**config.mk**
```make
export PLATFORM = sky130hd
export DESIGN_NAME = spl_latch
export DESIGN_NICKNAME = d
export VERILOG_FILES = /design/src/verilog/spl_pkg.sv /design/src/verilog/spl_latch.sv
export SDC_FILE = /design/constraint.sdc
export NUM_CORES = 1
export LEC_CHECK = 0
export BUFFER_PORTS_ARGS = -buffer_cell sky130_fd_sc_hd__buf_2
export CAP_MARGIN = 20
export CORE_MARGIN = 2
export CORE_UTILIZATION = 50
export DETAILED_ROUTE_END_ITERATION = 12
export PLACE_DENSITY = 0.85
export SYNTH_ARGS = -nofsm -noshare
export SYNTH_HDL_FRONTEND = slang
export SYNTH_SLANG_ARGS = --single-unit
```
**constraint.sdc**
```tcl
create_clock -name clk -period 2.35 [get_ports clk]
set_clock_uncertainty 0.1 [all_clocks]
set_input_delay 0.1175 -clock clk [delete_from_list [all_inputs] [get_ports clk]]
set_output_delay 0.1175 -clock clk [all_outputs]
set_load 0.05 [all_outputs]
```
**src/verilog/spl_pkg.sv**
```systemverilog
// Package with constants and types for the short-pulse input latch.
package spl_pkg;

   // ==========================================================
   // Terminal functions and layout
   // ==========================================================
   typedef enum logic [2:0] {
      SPL_FN_NORMAL,
      SPL_FN_CAPTURE,
      SPL_FN_INTERRUPT,
      SPL_FN_COUNTER_Z,
      SPL_FN_ORIGIN
   } spl_func_t;

   localparam int          SPL_NUM_TERM     = 8;
   localparam int          SPL_TERM_PER_MOD = 4;
   localparam logic [15:0] SPL_WORD_RESET   = 16'h0000;

   // Minimum ON width of a field pulse, in nanoseconds.
   localparam int SPL_MIN_ON_NS   = 30000;
   localparam int SPL_CLK_NS      = 100;
   localparam int SPL_MIN_ON_CYC  = SPL_MIN_ON_NS / SPL_CLK_NS;

   // Scan phase lengths in clock cycles, plain defaults.
   // The scan is kept longer than the shortest legal field pulse, so such
   // a pulse can start and end between two refreshes.
   localparam logic [7:0] SPL_HOUSE_CYC   = 8'h40;
   localparam logic [7:0] SPL_EXEC_CYC    = 8'hFF;
   localparam logic [7:0] SPL_REFRESH_CYC = 8'h02;
   localparam logic [7:0] SPL_PERIPH_CYC  = 8'h40;
   localparam logic [7:0] SPL_ISR_CYC     = 8'h08;

   typedef enum logic [1:0] {
      SPL_SRC_INPUT,
      SPL_SRC_COUNTER,
      SPL_SRC_TIMER
   } spl_src_t;

   // Interrupt request bundle from the three sources.
   typedef struct packed {
      logic [7:0] input_change;
      logic       counter_match;
      logic       interval_timer;
   } spl_irq_t;

   // Scan state seen outside the block.
   typedef struct packed {
      logic       refresh;
      logic       executing;
      logic       in_isr;
      logic [1:0] isr_source;
   } spl_scan_t;

endpackage : spl_pkg

```
**src/verilog/spl_latch.sv**
```systemverilog
// Short-pulse capture, terminal routing and scan sequencer.
module spl_latch
   import spl_pkg::*;
(
   input  wire logic                       clk,
   input  wire logic                       rstn,
   input  wire logic [SPL_NUM_TERM-1:0]    terminal_in,
   input  wire spl_func_t [SPL_NUM_TERM-1:0] func_sel,
   input  wire logic                       counter_match,
   input  wire logic                       interval_timer,
   output logic [15:0]                     module0_input_status_word,
   output logic [15:0]                     module1_input_status_word,
   output logic [SPL_NUM_TERM-1:0]         normal_in,
   output logic [SPL_NUM_TERM-1:0]         irq_in,
   output logic [SPL_NUM_TERM-1:0]         counter_z_in,
   output logic [SPL_NUM_TERM-1:0]         origin_in,
   output spl_scan_t                       scan
);

   // ==========================================================
   // Startup configuration
   // ==========================================================
   spl_func_t [SPL_NUM_TERM-1:0] func_cfg;
   logic                         cfg_done;

   // Functions are caught once after reset release and then frozen.
   always_ff @(posedge clk or negedge rstn) begin
      if (!rstn) begin
         cfg_done <= 1'b0;
         func_cfg <= '{default: SPL_FN_NORMAL};
      end else if (!cfg_done) begin
         cfg_done <= 1'b1;
         func_cfg <= func_sel;
      end
   end

   // ==========================================================
   // Terminal routing
   // ==========================================================
   logic [SPL_NUM_TERM-1:0] sel_cap;
   logic [SPL_NUM_TERM-1:0] sel_norm;
   logic [SPL_NUM_TERM-1:0] sel_irq;
   logic [SPL_NUM_TERM-1:0] sel_cz;
   logic [SPL_NUM_TERM-1:0] sel_org;

   // One decoded enable per function, so each terminal feeds only one.
   for (genvar i = 0; i < SPL_NUM_TERM; i++) begin : g_sel
      assign sel_cap[i]  = cfg_done && func_cfg[i] == SPL_FN_CAPTURE;
      assign sel_norm[i] = cfg_done && func_cfg[i] == SPL_FN_NORMAL;
      assign sel_irq[i]  = cfg_done && func_cfg[i] == SPL_FN_INTERRUPT;
      assign sel_cz[i]   = cfg_done && func_cfg[i] == SPL_FN_COUNTER_Z;
      assign sel_org[i]  = cfg_done && func_cfg[i] == SPL_FN_ORIGIN;
   end

   // ==========================================================
   // Scan sequencer
   // ==========================================================
   typedef enum logic [2:0] {
      ST_HOUSE, ST_EXEC, ST_ISR, ST_REFRESH, ST_PERIPH
   } spl_state_t;

   spl_state_t state;
   spl_state_t next_state;
   logic [7:0] cnt;
   logic [7:0] next_cnt;
   logic [7:0] exec_left;
   logic [7:0] next_exec_left;
   logic [1:0] isr_src;
   logic [1:0] next_isr_src;

   logic [SPL_NUM_TERM-1:0] term_q;
   logic [SPL_NUM_TERM-1:0] rise;
   logic [SPL_NUM_TERM-1:0] in_change;
   logic                    irq_any;
   logic [1:0]              irq_pick;
   logic                    cnt_done;

   // Input-change interrupts come only from terminals set to interrupt.
   assign rise      = terminal_in & ~term_q;
   assign in_change = (terminal_in ^ term_q) & sel_irq;
   assign irq_any   = |in_change || counter_match || interval_timer;
   assign irq_pick  = |in_change    ? 2'(SPL_SRC_INPUT)   :
                      counter_match ? 2'(SPL_SRC_COUNTER) :
                                      2'(SPL_SRC_TIMER);
   assign cnt_done  = cnt == 8'h00;

   // Next-state logic for the fixed scan order with interrupt entry.
   always_comb begin
      next_state     = state;
      next_cnt       = cnt_done ? cnt : 8'(cnt - 8'h01);
      next_exec_left = exec_left;
      next_isr_src   = isr_src;
      case (state)
         ST_HOUSE: begin
            if (cnt_done) begin
               next_state     = ST_EXEC;
               next_cnt       = 8'(SPL_EXEC_CYC - 8'h01);
               next_exec_left = 8'(SPL_EXEC_CYC - 8'h01);
            end
         end
         ST_EXEC: begin
            if (irq_any && cfg_done) begin
               next_state     = ST_ISR;
               next_exec_left = cnt;
               next_isr_src   = irq_pick;
               next_cnt       = 8'(SPL_ISR_CYC - 8'h01);
            end else if (cnt_done) begin
               next_state = ST_REFRESH;
               next_cnt   = 8'(SPL_REFRESH_CYC - 8'h01);
            end
         end
         ST_ISR: begin
            if (cnt_done) begin
               next_state = ST_EXEC;
               next_cnt   = exec_left;
            end
         end
         ST_REFRESH: begin
            if (cnt_done) begin
               next_state = ST_PERIPH;
               next_cnt   = 8'(SPL_PERIPH_CYC - 8'h01);
            end
         end
         ST_PERIPH: begin
            if (cnt_done) begin
               next_state = ST_HOUSE;
               next_cnt   = 8'(SPL_HOUSE_CYC - 8'h01);
            end
         end
         default: begin
            next_state = ST_HOUSE;
            next_cnt   = 8'(SPL_HOUSE_CYC - 8'h01);
         end
      endcase
   end

   // Sequencer registers.
   always_ff @(posedge clk or negedge rstn) begin
      if (!rstn) begin
         state     <= ST_HOUSE;
         cnt       <= 8'(SPL_HOUSE_CYC - 8'h01);
         exec_left <= 8'h00;
         isr_src   <= 2'h0;
      end else begin
         state     <= next_state;
         cnt       <= next_cnt;
         exec_left <= next_exec_left;
         isr_src   <= next_isr_src;
      end
   end

   // ==========================================================
   // Short-pulse capture
   // ==========================================================
   logic [SPL_NUM_TERM-1:0] latch;
   logic [SPL_NUM_TERM-1:0] shown;
   logic [SPL_NUM_TERM-1:0] next_latch;
   logic [SPL_NUM_TERM-1:0] next_shown;
   logic [SPL_NUM_TERM-1:0] status;
   logic [SPL_NUM_TERM-1:0] next_status;
   logic                    refresh_end;

   assign refresh_end = state == ST_REFRESH && cnt_done;

   // A rising edge sets the latch; a refresh moves it into the status bit.
   // A bit shown at one refresh is dropped at the next unless re-armed or its input is still ON.
   assign next_latch  = refresh_end ? (rise & sel_cap)
                                    : (latch | (rise & sel_cap));
   assign next_status = refresh_end ? ((latch | terminal_in) & sel_cap)
                                    : status;
   assign next_shown  = refresh_end ? (latch & sel_cap) : shown;

   // Capture registers; no read path touches them.
   always_ff @(posedge clk or negedge rstn) begin
      if (!rstn) begin
         term_q <= '0;
         latch  <= '0;
         shown  <= '0;
         status <= '0;
      end else begin
         term_q <= terminal_in;
         latch  <= next_latch;
         shown  <= next_shown;
         status <= next_status;
      end
   end

   // ==========================================================
   // Outputs
   // ==========================================================
   // Status words and per-function terminal images, all registered.
   always_ff @(posedge clk or negedge rstn) begin
      if (!rstn) begin
         module0_input_status_word <= SPL_WORD_RESET;
         module1_input_status_word <= SPL_WORD_RESET;
         normal_in    <= '0;
         irq_in       <= '0;
         counter_z_in <= '0;
         origin_in    <= '0;
         scan         <= '0;
      end else begin
         module0_input_status_word <=
            {12'h000, next_status[3:0]};
         module1_input_status_word <=
            {12'h000, next_status[7:4]};
         normal_in    <= terminal_in & sel_norm;
         irq_in       <= terminal_in & sel_irq;
         counter_z_in <= terminal_in & sel_cz;
         origin_in    <= terminal_in & sel_org;
         scan.refresh   <= next_state == ST_REFRESH;
         scan.executing <= next_state == ST_EXEC;
         scan.in_isr    <= next_state == ST_ISR;
         scan.isr_source <= next_isr_src;
      end
   end
endmodule : spl_latch

```
* After elaboration in Yosys (flattened, before gate mapping)
Cells that the tools add are included.
** Word-level totals
- Register bits :: 113
- Input port bits :: 36
- Output and inout bits :: 69
- Word-level logic and storage cells :: 158
** Cells by class
- $add $sub $neg :: 1
- Equal/unequal tests :: 41
- Mux-type cells :: 19
- Bitwise operators :: 12
- Reductions and logical operators :: 60
** Operators with widths (count)
- $mux W8 :: 9
- $and A8 B8 Y8 :: 8
- $eq A3 B2 Y1 const B :: 20
- $logic_and A1 B1 Y1 :: 42
- $pmux W8 S4 :: 1
- $eq A3 B1 Y1 const B :: 10
- $eq A3 B3 Y1 const B :: 9
- $logic_not A3 Y1 :: 9
- $or A8 B8 Y8 :: 2
- $pmux W8 S2 :: 1
- $mux W3 :: 5
- $pmux W3 S4 :: 1
- $logic_not A8 Y1 :: 1
- $not A8 Y8 :: 1
- $reduce_or A8 Y1 :: 1
- $sub A8 B1 Y8 const B :: 1
- $xor A8 B8 Y8 :: 1
- $mux W2 :: 2
- $ne A2 B2 Y1 const B :: 2
- $reduce_or A2 Y1 :: 2
- $reduce_and A3 Y1 :: 1
- $logic_or A1 B1 Y1 :: 2
- $reduce_and A2 Y1 :: 1
- $reduce_bool A2 Y1 :: 1

* Longest topological paths before layout
- Word-level depth :: 10
- Gate-level depth with buffers :: 9
- Mapped depth without buffers :: 8

* Worst setup path after synthesis
OpenSTA, ideal clock, no wires.
- Path kind :: flip-flop to flip-flop
- Start point :: register cfg_done
- End point :: register exec_left[5]
- Data arrival time :: 1932 ps
- Required time :: 2122 ps
- Path slack :: 190 ps
- Cell stages (with the launch flop) :: 9
- Buffers on the path :: 2
- Cell sequence :: dfrtp_1 > buf_4 > nand2b_1 > nor4b_1 > nor4_1 > and2_4 > a21o_1 > buf_2 > mux2_1
** Between the ends
- Longest elaborated chain between the ends :: 8
** Ends and longest elaborated chain
- start, declared :: line spl_latch.sv:24 : logic cfg_done;
- start signal, assigned :: line spl_latch.sv:29 : cfg_done <= 1'b0;
- start signal, assigned :: line spl_latch.sv:32 : cfg_done <= 1'b1;
- $logic_and A1 B1 Y1 :: line spl_latch.sv:50 : assign sel_irq[i] = cfg_done && func_cfg[i] == SPL_FN_INTERRUPT;
- $and A8 B8 Y8 :: line spl_latch.sv:80 : assign in_change = (terminal_in ^ term_q) & sel_irq;
- $reduce_or A8 Y1 :: line spl_latch.sv:81 : assign irq_any = |in_change || counter_match || interval_timer;
- $logic_or A1 B1 Y1 (2 in a row) :: line spl_latch.sv:81
- $logic_and A1 B1 Y1 * :: line spl_latch.sv:102 : if (irq_any && cfg_done) begin
- $ne A2 B2 Y1 (no source line) *
- $reduce_and A3 Y1 (no source line) *
- end signal, assigned :: line spl_latch.sv:147 : exec_left <= next_exec_left;
- end, declared :: line spl_latch.sv:66 : logic [7:0] exec_left;
Every way passes the cells marked *; elsewhere a longest branch is shown, timed or not.
A chain may end at the register's enable or synchronous reset.

* Worst setup path in the final report
- Start point :: input terminal_in[5]
- End point :: register cnt[0]
** Between the ends
- Longest elaborated chain between the ends :: 8
** Ends and longest elaborated chain
- start, declared :: line spl_latch.sv:7 : input wire logic [SPL_NUM_TERM-1:0] terminal_in,
- $xor A8 B8 Y8 :: line spl_latch.sv:80
- $and A8 B8 Y8 :: line spl_latch.sv:80
- $reduce_or A8 Y1 :: line spl_latch.sv:81
- $logic_or A1 B1 Y1 (2 in a row) :: line spl_latch.sv:81
- $logic_and A1 B1 Y1 :: line spl_latch.sv:102
- $mux W8 :: line spl_latch.sv:102
- $pmux W8 S4 :: line spl_latch.sv:93 : case (state)
- via next_cnt[0] :: line spl_latch.sv:65 : logic [7:0] next_cnt;
- end signal, assigned :: line spl_latch.sv:141 : cnt <= 8'(SPL_HOUSE_CYC - 8'h01);
- end signal, assigned :: line spl_latch.sv:146 : cnt <= next_cnt;
- end, declared :: line spl_latch.sv:64 : logic [7:0] cnt;
The timed path passes the listed nets, and every way through them passes these cells.

==> impl_metrics.toml <==
[status]
outcome = "finished, final reports clean"

[routing]
ant_nets = 0
wl_per_instance_um = 16.90
first_pass_iters = 5
viasPerCell = 5.524
vias = 3679
detail_route.wirelength_um = 11260
drt_drc_violations_left = 0
dr.first_iter.drc_count = 264

[sta]
maximum_operating_frequency_mhz = 435.0
setup_total_negative_slack_ns = 0
report.final.slew_viol_count = 0
min_period_over_period = 0.9783
timing_hold_violations_final = 0
setup_violations = 0
worst_slew_slack_as_a_fraction_of_its_limit = 0.5823
finalWorstSetupSlack_ns = 0.05099
timing.final.crit_period_ns = 2.299
tightest_slew_ns = 0.6266

[critical_path]
worstPathRequired_ns = 2.53
timing.critical_path.fanout_max = 8
kind_of_cell_with_the_highest_combined_delay_on_the_critical_path = "buffers and inverters"
critical_path.cell_chain = "dlygate4sd3_1, buf_2, ha_1, nor4b_4, nor4_2, buf_4, and2_4, a21o_2, buf_4, a41oi_1"
crit_top_cell = "buf_4"
cp_data_arrival_time_ns = 2.48
critPathLaunchType = "primary input"
critical_path_class = "primary input to register"
timing.critical_path.buf_inv = 4
timing.critical_path.slowest_stage_cell = "dlygate4sd3_1"
worst_path_largest_cell_delay_ns = 0.54
critical_path.endpoint_type = "register"

[grt]
wire_length_of_the_first_global_routing_pass_um = 18290
maximum_number_of_pins_on_one_net_before_global_route_repair = 59
overflow = 0
grt_usage = 0.2315
first_global_vias = 3769
initial_antenna_violation_count = 0

[floorplanning]
die_height_um = 101.1
design.core.area_um2 = 9196
design.die.area_um2 = 10210
ioPinCount = 105
rows = 35
die_x_um = 101.1
start_util = 0.5122

[power]
power.share.switching = 0.2922
comb_power_share = 0.142
net_switching_power_of_the_design_mw = 1.056
share_clk_of_total_power = 0.305
power_mw = 3.612
ir_worst_vdd_v = 0.0004541
internal_power_mw = 2.556
power_density_nw_per_um2 = 615.0
leakage_nw = 2.829
share_of_power_burned_in_registers = 0.553

[yosys]
synth_seq_area_share = 0.5594
yosys_warnings = 0
netlist_instances = 418
post_synth_num_cell_types = 54
post_synth_xor_xnor_area = 0.007437
synth.ff_latch_count = 105
mapped_cell_area_um2 = 4711
synth_top_family_by_area = "simple AND/OR/NAND/NOR gates"
synth_enable_flop_cells = 0
synth_top_flop_cell = "dfrtp_1"
synth_mux_area_frac = 0.05445
synth.avg_cell_area_um2 = 11.27
synth_compound_gate_area_share = 0.09562
asyncSetResetFlopFracSynth = 1.000
synth_simple_gate_area_frac = 0.1827
synth-adder-area-share = 0.02656

[clock_tree]
cts_root_buffer = "clkbuf_8"
setup_fix_buffers_added_after_clock_tree_synthesis = 0
cts-root-to-sink-buffers = 2
clkTransAtPathRegs_ns = 0.10
worst_skew_pair.late_latency_ns = 0.37
tritoncts = "built"
htree_levels = 3
numCtsBuffers = 9
clkSinkCount = 105

[layout]
postLayoutCoreUtil = 0.6386
nFillCells = 696
finalNonFillerCells = 666
multi_input_combinational_cell_area_um2 = 1874
syn_to_final_growth_pct = 24.67
antenna_cells = 0
final_nets = 596
regArea_um2 = 2636
post_route_cells_drive_above_1_share = 0.2901

[place]
port-buffer-count = 80
globalplace.congestion = 0.8496
detailed_placer_s_ending_hpwl_um = 7364
placedCellCount = 615
placement.setup.worst_slack_ns = 0.008795

[run]
timing.max_cap.violations = 0

[worst_hold_path]
hold_class = "primary input to async pin"
[cells in the mapped netlist (4+ instances only)]
cell type,number,area (µm²)
o21ai_0,28,140.1
a22o_1,8,70.07
nor2_1,22,82.58
clkbuf_1,6,22.52
nand2_1,28,105.1
nor3_1,24,120.1
dfstp_2,6,157.7
mux2_2,20,225.2
o22ai_1,4,25.02
inv_1,20,75.07
ha_1,10,125.1
a31oi_1,4,25.02
nor4b_1,10,87.58
buf_4,26,195.2
dfrtp_1,99,2477
nand3b_1,18,135.1
nor3b_1,6,45.04
a21oi_1,11,55.05
buf_2,5,25.02
nand2b_1,15,93.84
[registers in the layout, summed over array words and instances, names as in the netlist]
name                       cells
cnt                            8
scan                           5
exec_left                      8
normal_in                      8
func_cfg                      24
module1_input_status_word      1
cfg_done                       1
counter_z_in                   8
term_q                         8
state                          3
origin_in                      8
irq_in                         8
latch                          8
status                         7
[layout by cell type, fill, tap and decap left out, types with 8 or more instances in the layout]
cell type | synthesis | final
a21oi_1 | 11 | 11
a22o_1 | 8 | 8
buf_2 | 5 | 79
buf_4 | 26 | 20
clkbuf_8 | 0 | 10
conb_1 | 2 | 25
dfrtp_1 | 99 | 98
dlygate4sd3_1 | 0 | 35
ha_1 | 10 | 10
inv_1 | 20 | 20
mux2_2 | 20 | 20
nand2_1 | 28 | 28
nand2b_1 | 15 | 15
nand3b_1 | 18 | 18
nor2_1 | 22 | 22
nor3_1 | 24 | 23
o21ai_0 | 28 | 28
[cells by family (layout without fill, tap and decap cells)]
kind of cell	count (synthesis)	count (layout)
AOI/OAI and AO/OA	70	70
muxes	23	23
DFF	105	105
buffers and inverters	59	173
xor gates and xnor gates	4	4
adders and majority gates	10	10
other	2	25
and+or+nand+nor	145	145
[power groups by stage]
stage,Sequential [mW],Clock (mW),Combinational (mW)
2_1_floorplan,2.05,0,0.284
3_3_place_gp,2.02,0,0.434
3_5_place_dp,2.02,0,0.452
4_1_cts,1.99,1.12,0.497
5_1_grt,2.01,1.20,0.554
6_report,2.00,1.10,0.513
[cell type report]
cell class	count	area share
Clock buffer	12	0.02471
Multi-Input combinational cell	277	0.3191
Sequential cell	105	0.4489
Clock inverter	4	0.008095
Timing Repair Buffer	137	0.1628
Tap cell	111	0.02365
Inverter	20	0.01278
[final timing paths]
kind                                         start                       end  slack [ns]  cells after the start
max                                 terminal_in[5]          cnt[0]$_DFF_PN1_        0.05                     10
max reg2reg                    term_q[4]$_DFF_PN0_          cnt[0]$_DFF_PN1_        0.14                      9
min in group clk                    terminal_in[4]       term_q[4]$_DFF_PN0_        0.35                      2
min                                           rstn  exec_left[5]$_DFFE_PN0P_        0.20                      2
min reg2reg                func_cfg[6]$_DFFE_PN0N_       irq_in[2]$_DFF_PN0_        0.39                      1
max in group asynchronous                     rstn        cfg_done$_DFF_PN0_        1.23                      3
[per-stage QoR]
stage	instance area, µm²	hold WS, ns
4_1_cts	5826	0.2191
3_5_place_dp	5276	0.07584
3_3_place_gp	5276	0.06438
2_1_floorplan	4797	-0.2781
6_report	5873	0.1960
5_1_grt	5873	0.2465
[layer usage]
| layer | vias to the layer above | GRT usage | routed length (µm) |
|---|---|---|---|
| li1 | 1683 | - | - |
| met1 | 1811 | 0.2817 | 4323 |
| met2 | 154 | 0.3968 | 5930 |
| met3 | 31 | 0.06311 | 701 |
| met4 | 0 | 0.08004 | 302 |
| met5 | - | 0 | 0 |
[what timing repair did]
item,4_1_cts,5_1_grt
endpoints found under the hold margin,107,0
hold buffers,35,0
gates cloned,0,0
resized for setup,1,9
endpoints found under the setup margin,4,15
Note: power is estimated with default switching activity, not from simulation.
